File: src/design/pefg_pkg_end.sv
// intentionally small: no further definitions

File: src/design/pefg_pkg.sv
// constants for the event-flag, interrupt mask and general configuration registers
package pefg_pkg;
   localparam int          ADDR_W       = 5;
   localparam int          DATA_W       = 16;
   localparam logic [4:0]  OFS_MASK     = 5'h12;
   localparam logic [4:0]  OFS_FLAGS    = 5'h13;
   localparam logic [4:0]  OFS_CFG      = 5'h14;
   localparam logic [15:0] MASK_RESET   = 16'h0000;
   localparam logic [15:0] FLAGS_RESET  = 16'h0000;
   localparam logic [15:0] CFG_RESET    = 16'h29C7;
   // bits that latch high and clear on read
   localparam logic [15:0] LATCH_BITS   = 16'hFDF1;
   // bits that show a live level
   localparam logic [15:0] LEVEL_BITS   = 16'h020E;
   // flag positions
   localparam int          F_NEG_ERR    = 15;
   localparam int          F_RATE       = 14;
   localparam int          F_DUPLEX     = 13;
   localparam int          F_PAGE       = 12;
   localparam int          F_NEG_DONE   = 11;
   localparam int          F_LINK       = 10;
   localparam int          F_EEE        = 9;
   localparam int          F_CARRIER    = 8;
   localparam int          F_CONVERTER  = 7;
   localparam int          F_CROSSOVER  = 6;
   localparam int          F_DOWNSHIFT  = 5;
   localparam int          F_SLEEP      = 4;
   localparam int          F_WAKE       = 3;
   localparam int          F_MAC_BUF    = 2;
   localparam int          F_POLARITY   = 1;
   localparam int          F_JABBER     = 0;
   // configuration field positions
   localparam int          C_PD_EN      = 15;
   localparam int          C_TXERR_DIS  = 14;
   localparam int          C_IRQ_POL    = 13;
   localparam int          C_SOFT_RST   = 12;
   localparam int          C_ATT_HI     = 11;
   localparam int          C_ATT_LO     = 10;
   localparam int          C_DS_EN      = 9;
   localparam int          C_DS_ENH     = 8;
   localparam int          C_SM_NEG     = 7;
   localparam int          C_DS_TEN     = 6;
   localparam int          C_CLK_HI     = 5;
   localparam int          C_CLK_LO     = 4;
   localparam int          C_COL_FD     = 3;
   localparam int          C_LEGACY     = 2;
   localparam int          C_SEMI_MST   = 1;
   localparam int          C_SEMI_SLV   = 0;
   localparam logic [1:0]  CLK_SEL_SLOW = 2'h0;
   localparam logic [1:0]  CLK_SEL_FAST = 2'h1;
endpackage

File: src/design/pefg_regs.sv
// event-flag register, interrupt mask and general configuration register bank
//
// The implementer's own choice: the plain strobed port.
`timescale 1ns/1ps
`default_nettype none
module pefg_regs
(
   input  wire logic        clk,
   input  wire logic        arst_n,
   input  wire logic        clk_en,
   // register port
   input  wire logic [4:0]  reg_addr,
   input  wire logic [15:0] reg_wdata,
   input  wire logic        reg_wr,
   input  wire logic        reg_rd,
   output var  logic [15:0] reg_rdata,
   // event pulses from the phy core
   input  wire logic        negotiation_error_event,
   input  wire logic        rate_change_event,
   input  wire logic        duplex_change_event,
   input  wire logic        page_received_event,
   input  wire logic        negotiation_done_event,
   input  wire logic        link_change_event,
   input  wire logic        spurious_carrier_event,
   input  wire logic        converter_queue_fault_event,
   input  wire logic        crossover_change_event,
   input  wire logic        downshift_event,
   input  wire logic        sleep_change_event,
   input  wire logic        jabber_event,
   // live status levels from the phy core
   input  wire logic        energy_efficient_error_flag,
   input  wire logic        wake_packet_flag,
   input  wire logic        mac_buffer_fault_flag,
   input  wire logic        polarity_change_flag,
   // hardware clear of the detection enable
   input  wire logic        powered_device_detect_clear,
   // interrupt pin level
   output var  logic        irq_pin,
   // configuration outputs
   output var  logic        powered_device_detect_enable,
   output var  logic        serial_mac_tx_error_disable,
   output var  logic        serial_mac_soft_reset,
   output var  logic [1:0]  downshift_attempt_count,
   output var  logic [3:0]  downshift_attempt_limit,
   output var  logic        downshift_enable,
   output var  logic        downshift_enhanced_enable,
   output var  logic        serial_mac_negotiation_enable,
   output var  logic        downshift_to_ten_enable,
   output var  logic [1:0]  gmii_tx_clock_select,
   output var  logic        gmii_tx_clock_enable,
   output var  logic        collision_full_duplex_enable,
   output var  logic        legacy_scrambler_auto_enable,
   output var  logic        master_semi_cross_enable,
   output var  logic        slave_semi_cross_enable
);

   // attempt count field to number of failed attempts
   function automatic logic [3:0] attempts_of(input logic [1:0] code);
      attempts_of = 4'h1 << code;
   endfunction

   logic [15:0] flags_reg;
   logic [15:0] flags_next;
   logic [15:0] mask_reg;
   logic [15:0] mask_next;
   logic [15:0] cfg_reg;
   logic [15:0] cfg_next;
   logic [15:0] rdata_reg;
   logic [15:0] rdata_next;
   logic        pulse_reg;
   logic        irq_reg;
   logic        irq_next;
   logic [3:0]  limit_reg;
   logic        clk_en_reg;
   logic        clk_on_reg;

   // address decode
   wire         sel_mask  = (reg_addr == pefg_pkg::OFS_MASK);
   wire         sel_flags = (reg_addr == pefg_pkg::OFS_FLAGS);
   wire         sel_cfg   = (reg_addr == pefg_pkg::OFS_CFG);
   wire         wr_mask   = reg_wr & sel_mask;
   wire         wr_cfg    = reg_wr & sel_cfg;
   wire         rd_clear  = reg_rd & sel_flags;

   // incoming events gathered into register positions
   wire  [15:0] event_vec;
   assign event_vec[pefg_pkg::F_NEG_ERR]   = negotiation_error_event;
   assign event_vec[pefg_pkg::F_RATE]      = rate_change_event;
   assign event_vec[pefg_pkg::F_DUPLEX]    = duplex_change_event;
   assign event_vec[pefg_pkg::F_PAGE]      = page_received_event;
   assign event_vec[pefg_pkg::F_NEG_DONE]  = negotiation_done_event;
   assign event_vec[pefg_pkg::F_LINK]      = link_change_event;
   assign event_vec[pefg_pkg::F_EEE]       = 1'b0;
   assign event_vec[pefg_pkg::F_CARRIER]   = spurious_carrier_event;
   assign event_vec[pefg_pkg::F_CONVERTER] = converter_queue_fault_event;
   assign event_vec[pefg_pkg::F_CROSSOVER] = crossover_change_event;
   assign event_vec[pefg_pkg::F_DOWNSHIFT] = downshift_event;
   assign event_vec[pefg_pkg::F_SLEEP]     = sleep_change_event;
   assign event_vec[pefg_pkg::F_WAKE]      = 1'b0;
   assign event_vec[pefg_pkg::F_MAC_BUF]   = 1'b0;
   assign event_vec[pefg_pkg::F_POLARITY]  = 1'b0;
   assign event_vec[pefg_pkg::F_JABBER]    = jabber_event;

   // live levels; the buffer fault source is known to misreport
   wire  [15:0] level_vec;
   assign level_vec = {6'h00,
                       energy_efficient_error_flag,
                       5'h00,
                       wake_packet_flag,
                       mac_buffer_fault_flag,
                       polarity_change_flag,
                       1'b0};

   // set wins over the read clear so no event is lost; mask plays no part
   assign flags_next = ((flags_reg & ~{16{rd_clear}}) | event_vec)
                       & pefg_pkg::LATCH_BITS;

   wire  [15:0] flags_view = (flags_reg & pefg_pkg::LATCH_BITS) | level_vec;

   assign mask_next = wr_mask ? reg_wdata : mask_reg;

   // config write; detection enable may be dropped by hardware unless written
   wire         pd_next = wr_cfg ? reg_wdata[pefg_pkg::C_PD_EN] :
                          (cfg_reg[pefg_pkg::C_PD_EN] & ~powered_device_detect_clear);
   wire         soft_req = wr_cfg & reg_wdata[pefg_pkg::C_SOFT_RST];
   assign cfg_next = {pd_next,
                      wr_cfg ? reg_wdata[14:13] : cfg_reg[14:13],
                      1'b0,
                      wr_cfg ? reg_wdata[11:0] : cfg_reg[11:0]};

   // unmapped addresses read as zero
   assign rdata_next = sel_mask  ? mask_reg :
                       sel_flags ? flags_view :
                       sel_cfg   ? {cfg_reg[15:13], pulse_reg, cfg_reg[11:0]} :
                       16'h0000;

   // pin follows enabled flags, inverted when polarity bit asks for active low
   wire         irq_active = |(flags_view & mask_reg);
   assign irq_next = irq_active ^ cfg_reg[pefg_pkg::C_IRQ_POL];

   // latched flags and mask
   always_ff @(posedge clk or negedge arst_n)
   begin
      if (!arst_n)
      begin
         flags_reg <= pefg_pkg::FLAGS_RESET;
         mask_reg  <= pefg_pkg::MASK_RESET;
      end
      else if (clk_en)
      begin
         flags_reg <= flags_next;
         mask_reg  <= mask_next;
      end
   end

   // configuration and soft reset pulse
   always_ff @(posedge clk or negedge arst_n)
   begin
      if (!arst_n)
      begin
         cfg_reg   <= pefg_pkg::CFG_RESET;
         pulse_reg <= 1'b0;
         limit_reg <= 4'h4;
         clk_on_reg <= ~pefg_pkg::CFG_RESET[pefg_pkg::C_CLK_HI];
      end
      else if (clk_en)
      begin
         cfg_reg   <= cfg_next;
         pulse_reg <= soft_req;
         limit_reg <= attempts_of(cfg_next[pefg_pkg::C_ATT_HI:pefg_pkg::C_ATT_LO]);
         // codes 2 and 3 both stop the clock, so only the high bit matters
         clk_on_reg <= ~cfg_next[pefg_pkg::C_CLK_HI];
      end
   end

   // read data stands one cycle after the strobe
   always_ff @(posedge clk or negedge arst_n)
   begin
      if (!arst_n)
      begin
         rdata_reg <= 16'h0000;
         // idle pin level, so no false interrupt shows while in reset
         irq_reg   <= pefg_pkg::CFG_RESET[pefg_pkg::C_IRQ_POL];
      end
      else if (clk_en)
      begin
         rdata_reg <= reg_rd ? rdata_next : 16'h0000;
         irq_reg   <= irq_next;
      end
   end

   // helper for assertions: was the clock enabled last cycle
   always_ff @(posedge clk or negedge arst_n)
   begin
      if (!arst_n)
         clk_en_reg <= 1'b0;
      else
         clk_en_reg <= clk_en;
   end

   assign reg_rdata                     = rdata_reg;
   assign irq_pin                       = irq_reg;
   assign powered_device_detect_enable  = cfg_reg[pefg_pkg::C_PD_EN];
   assign serial_mac_tx_error_disable   = cfg_reg[pefg_pkg::C_TXERR_DIS];
   assign serial_mac_soft_reset         = pulse_reg;
   assign downshift_attempt_count       = cfg_reg[pefg_pkg::C_ATT_HI:pefg_pkg::C_ATT_LO];
   assign downshift_attempt_limit       = limit_reg;
   assign downshift_enable              = cfg_reg[pefg_pkg::C_DS_EN];
   assign downshift_enhanced_enable     = cfg_reg[pefg_pkg::C_DS_ENH];
   assign serial_mac_negotiation_enable = cfg_reg[pefg_pkg::C_SM_NEG];
   assign downshift_to_ten_enable       = cfg_reg[pefg_pkg::C_DS_TEN];
   assign gmii_tx_clock_select          = cfg_reg[pefg_pkg::C_CLK_HI:pefg_pkg::C_CLK_LO];
   assign gmii_tx_clock_enable          = clk_on_reg;
   assign collision_full_duplex_enable  = cfg_reg[pefg_pkg::C_COL_FD];
   assign legacy_scrambler_auto_enable  = cfg_reg[pefg_pkg::C_LEGACY];
   assign master_semi_cross_enable      = cfg_reg[pefg_pkg::C_SEMI_MST];
   assign slave_semi_cross_enable       = cfg_reg[pefg_pkg::C_SEMI_SLV];

   // an event sets its flag even when masked
   event_sets_flag_a: assert property (
      @(posedge clk) disable iff (!arst_n)
      clk_en && jabber_event && mask_reg[pefg_pkg::F_JABBER] == 1'b0
      |=> flags_reg[pefg_pkg::F_JABBER])
      else $error("jabber event did not set its flag");

   mask_free_set_a: assert property (
      @(posedge clk) disable iff (!arst_n)
      clk_en && (event_vec & pefg_pkg::LATCH_BITS) != 16'h0000
      |=> (flags_reg & $past(event_vec)) == $past(event_vec & pefg_pkg::LATCH_BITS))
      else $error("event lost while mask clear");

   // a latched flag holds until a clearing read
   latch_hold_a: assert property (
      @(posedge clk) disable iff (!arst_n)
      clk_en && flags_reg[pefg_pkg::F_LINK] && !rd_clear
      |=> flags_reg[pefg_pkg::F_LINK])
      else $error("link change flag dropped without a read");

   read_clears_a: assert property (
      @(posedge clk) disable iff (!arst_n)
      clk_en && rd_clear && event_vec == 16'h0000
      ##1 clk_en_reg |-> flags_reg == 16'h0000 && reg_rdata == $past(flags_view))
      else $error("read did not return and clear flags");

   set_beats_clear_a: assert property (
      @(posedge clk) disable iff (!arst_n)
      clk_en && rd_clear && converter_queue_fault_event
      |=> flags_reg[pefg_pkg::F_CONVERTER] ##1 flags_reg[pefg_pkg::F_CONVERTER] || !clk_en_reg
          || $past(rd_clear))
      else $error("converter fault lost under clearing read");

   level_bits_live_a: assert property (
      @(posedge clk) disable iff (!arst_n)
      clk_en && rd_clear
      |=> (reg_rdata & pefg_pkg::LEVEL_BITS) == $past(level_vec))
      else $error("status levels misread");

   soft_pulse_a: assert property (
      @(posedge clk) disable iff (!arst_n)
      clk_en && soft_req ##1 clk_en && !soft_req
      |-> serial_mac_soft_reset ##1 !serial_mac_soft_reset)
      else $error("soft reset not a single pulse");

   pd_hw_clear_a: assert property (
      @(posedge clk) disable iff (!arst_n)
      clk_en && powered_device_detect_clear && !wr_cfg
      |=> !powered_device_detect_enable)
      else $error("detection enable not cleared by hardware");

   irq_pin_level_a: assert property (
      @(posedge clk) disable iff (!arst_n)
      clk_en && clk_en_reg
      |=> irq_pin == ($past(|(flags_view & mask_reg)) ^ $past(cfg_reg[pefg_pkg::C_IRQ_POL])))
      else $error("interrupt pin level wrong");

   attempt_limit_a: assert property (
      @(posedge clk) disable iff (!arst_n)
      clk_en && wr_cfg && reg_wdata[11:10] == 2'h3
      |=> downshift_attempt_limit == 4'h8)
      else $error("attempt limit decode wrong");

   clock_off_a: assert property (
      @(posedge clk) disable iff (!arst_n)
      gmii_tx_clock_select == 2'h2 |-> !gmii_tx_clock_enable)
      else $error("transmit clock not stopped");

endmodule
`default_nettype wire

File: config.mk
export PLATFORM = sky130hd
export DESIGN_NAME = pefg_regs
export DESIGN_NICKNAME = d
export VERILOG_FILES = /design/src/design/pefg_pkg_end.sv /design/src/design/pefg_pkg.sv /design/src/design/pefg_regs.sv
export SDC_FILE = /design/constraint.sdc
export NUM_CORES = 1
export LEC_CHECK = 0
export ABC_AREA = 1
export BUFFER_PORTS_ARGS = -buffer_cell sky130_fd_sc_hd__clkbuf_2
export CAP_MARGIN = 20
export CORE_UTILIZATION = 40
export CTS_CLUSTER_DIAMETER = 120
export DETAILED_ROUTE_END_ITERATION = 10
export HOLD_SLACK_MARGIN = 0.06
export PLACE_DENSITY = 0.65
export SYNTH_ARGS = -nofsm -noshare
export SYNTH_HDL_FRONTEND = slang
export SYNTH_SLANG_ARGS = --single-unit
export TNS_END_PERCENT = 10
File: constraint.sdc
create_clock -name clk -period 1.04 [get_ports clk]
set_input_delay 0.312 -clock clk [delete_from_list [all_inputs] [get_ports clk]]
set_output_delay 0.312 -clock clk [all_outputs]
set_load 0.005 [all_outputs]
==> metrics.md <==
| Metric | Value |
|---|---|
| Final Core Density | `0.569` |
| Post-synth ARST share | `1.00` |
| Die Wd | `just over 90 um` |
| FF+latch count, synth | `66` |
| Nets | `591` |
| DP Area | `4090 um^2` |
| Startpoint types | `register` |
| Maximum VDD drop | `1080 uV` |
| Core Rows | `32` |
| Main combinational cell family by area after synthesis | `simple AND/OR/NAND/NOR gates` |
| ANT nets after route | `0` |
| Fin crit period | `1.31 ns` |
| Worst skew pair latency | `0.34 ns` |
| Final period utilization | `1.26` |
| Failing checks | `negative setup slack` |
| DRC | `0` |
| Critical path arrival | `1.00 ns` |
| P_leak | `roughly 2.5 nW` |
| 1st-pass router iterations | `5` |
| Synth cell types | `23` |
| Fin area | `approximately 4400 um^2` |
| DIE HEIGHT | `90.8 um` |
| GRT Util Overall | `0.234` |
| CORE AREA | `7690 um^2` |
| Final hold vios | `0` |
| Switching fraction of total power | `0.290` |
| Initial antenna violation count | `0` |
| CP Cell Sequence | `clkbuf_2` |
| Post-synthesis simple-gate area fraction | `0.371` |
| Clock power share | `0.331` |
| Number of flops mapped to enable cells by yosys | `0` |
| CTS root buf | `clkbuf_8` |
| Hold path cells | `3` |
| DPL Wire Length | `between 6 and 7 mm` |
| Max-cap violations | `0` |
| Pwr Density | `~1400 nW/um^2` |
| CP peak stage delay | `0.55 ns` |
| CTS sink count | `66` |
| Cell Count, Final, Fillers Out | `655` |
| Ant. Diodes | `0` |
| Syn_area_per_cell | `7.72 um^2` |
| TritonCTS buffer count | `9` |
| Vias in the first global route | `3,074` |
| GR Overflow Total | `0` |
| CP max stage cell | `dfstp_2` |
| Initial DRC Count | `237` |
| Worst Setup Slack, final | `-0.273 ns` |
| CTS H-tree lvls | `3` |
| Post-Syn Area | `approximately 3200 um^2` |
| Worst Skew | `0.0105 ns` |
| Combinational share of power | `0.191` |
| Fin. max-slew vios | `0` |
| IO Pins | `80` |
| Total Power | `6.25 mW` |
| WP data required | `0.73 ns` |
| CTS tree | `built` |
| Syn Nets | `between 400 and 500` |
| Worst reg2reg path depth | `8` |
| Pin count of the biggest net entering global routing | `between 40 and 50` |
| Layout cells sized above 1 | `0.349` |
| Register share of total power | `0.478` |
| Critical Path Fanout Max | `3` |
| Routability congestion estimate | `0.835` |
| Inst Count DP | `632` |
| Post-Route WL | `9.08 mm` |
| Critical path class | `reg2out` |
| Worst Path Buf+Inv | `1` |
| Post-Synthesis Cells | `409` |
| Post-Synth XOR/XNOR Area | `0` |
| First-pass GRT wire length | `14.8 mm` |
| Die Footprint | `8250 um^2` |
| Internal power | `4.44 mW` |
| Finish-stage setup viols | `70` |
| Min-Delay Path Class | `in2reg` |
| Switching power | `1.81 mW` |
| Crit end category | `output pin` |
| Sequential-to-total area share from yosys stat | `0.528` |
| Place WS | `-0.439 ns` |
| Top Family by Delay on Critical Path | `flip-flops` |
| Mux cell area share after synthesis | `0` |
| Vias per std cell | `4.82` |
| Slew headroom | `0.658` |
| Main synth FF type | `dfrtp_1` |
| Vias | `3,157` |
| Initial Utilization | `0.411` |
| CTS clock-pin slew for the worst setup and hold paths | `approximately 0.080 ns` |
| Worst path depth | `1` |
| Post-synthesis compound-gate area fraction | `0.0373` |
| Unrepaired setup endpoints after global routing | `true` |
| Adder-cell share of the synthesized area | `0` |
| Routed wire per std cell | `13.9 um` |
| Area grow syn2layout | `38.5%` |
| Outcome | `complete, but fails checks` |
| Clock buffer depth | `2` |
| Maximum clock rate | `0.762 GHz` |
| Buffers on Ports | `79` |
| Worst-Margin Slew | `0.513 ns` |
| Yosys Warn Count | `0` |
==> worst register-to-register path: cells and delay by family, from the launching register on <==
kind	cells	cell delay, ns
AND/OR/NAND/NOR	8	0.66
flip-flops	1	0.39
==> logic make-up after synthesis <==
group / after synthesis
AOI/OAI and AO/OA: 23
buffers and inverters: 45
DFF: 66
and+or+nand+nor: 275
==> timing repair <==
item                       CTS  global route
setup endpoints to repair   66            88
pin swaps                    5             4
hold buffers                 1             0
hold endpoints to repair    55             0
resized for setup            7             8
setup buffers                5             1
gates cloned                 0             0
==> Yosys cell counts (2+ instances only) <==
cell type / n / area [um^2]
nor2_4: 2 / 22.5
nor3_4: 2 / 32.5
nand4_1: 2 / 12.5
buf_4: 5 / 37.5
buf_2: 7 / 35.0
nand2_1: 208 / 781
dfstp_2: 11 / 289
o21ai_0: 14 / 70.1
nor2_1: 6 / 22.5
nand3_2: 2 / 20.0
buf_1: 2 / 7.51
dfrtp_1: 55 / 1380
nand3_1: 49 / 245
clkbuf_1: 6 / 22.5
inv_1: 20 / 75.1
nand2_2: 2 / 12.5
o21ai_1: 8 / 40.0
inv_2: 3 / 11.3
==> area by class of cell <==
| class | count | area (um^2) |
|---|---|---|
| clock inverters | 5 | 36.3 |
| flip-flops and latches | 66 | 1670 |
| multi-input cells | 298 | 1310 |
| repair buffers | 149 | 996 |
| inverters | 24 | 90.1 |
| clock buffers | 11 | 151 |
| fillers | 729 | 3310 |
| well taps | 102 | 128 |
==> metal layers <==
| layer | global-route usage | wire length [um] |
|---|---|---|
| met5 | 0 | 0 |
| met4 | 0.0820 | 171 |
| met3 | 0.0505 | 716 |
| met2 | 0.377 | 4300 |
| met1 | 0.312 | 3890 |
==> power groups by stage <==
stage	Clock, mW	Sequential [mW]	Combinational (mW)
2_1_floorplan	0	3.04	0.467
3_3_place_gp	0	3.03	1.08
3_5_place_dp	0	3.04	1.10
4_1_cts	2.11	2.99	1.17
5_1_grt	2.22	3.02	1.33
6_report	2.07	2.99	1.19
==> metrics by stage <==
step / TNS (ns) / hold slack [ns]
floorplan: -9.51 / 0.0164
global placement: -20.33 / 0.325
detailed placement: -22.62 / 0.335
CTS: -7.53 / 0.143
global route: -10.71 / 0.160
finish: -7.30 / 0.152
==> placed cells by master, fill, tap and decap left out, drive strengths merged <==
| cell type | synthesis | routed |
|---|---|---|
| clkinv | 1 | 4 |
| o21ai | 22 | 22 |
| nor4 | 1 | 1 |
| o21a | 1 | 1 |
| nor3 | 2 | 2 |
| nand4 | 2 | 2 |
| nand2 | 210 | 210 |
| buf | 15 | 70 |
| nor2 | 8 | 8 |
| clkbuf | 6 | 89 |
| or2 | 1 | 1 |
| dfrtp | 55 | 55 |
| inv | 23 | 25 |
| nand3 | 51 | 51 |
| dfstp | 11 | 11 |
| dlygate4sd3 | 0 | 1 |
==> final timing paths <==
path	from	endpoint	slack, ns
max	cfg_reg[7]	serial_mac_negotiation_enable	-0.27
min	reg_wdata[6]	cfg_reg[6]	0.15
max reg2reg	mask_reg[0]	irq_pin	-0.07
min reg2reg	cfg_reg[2]	cfg_reg[2]	0.48
max in group asynchronous	arst_n	cfg_reg[7]	0.22
min in group asynchronous	arst_n	cfg_reg[4]	0.48
No activity file was read; power rests on OpenSTA's default activity.
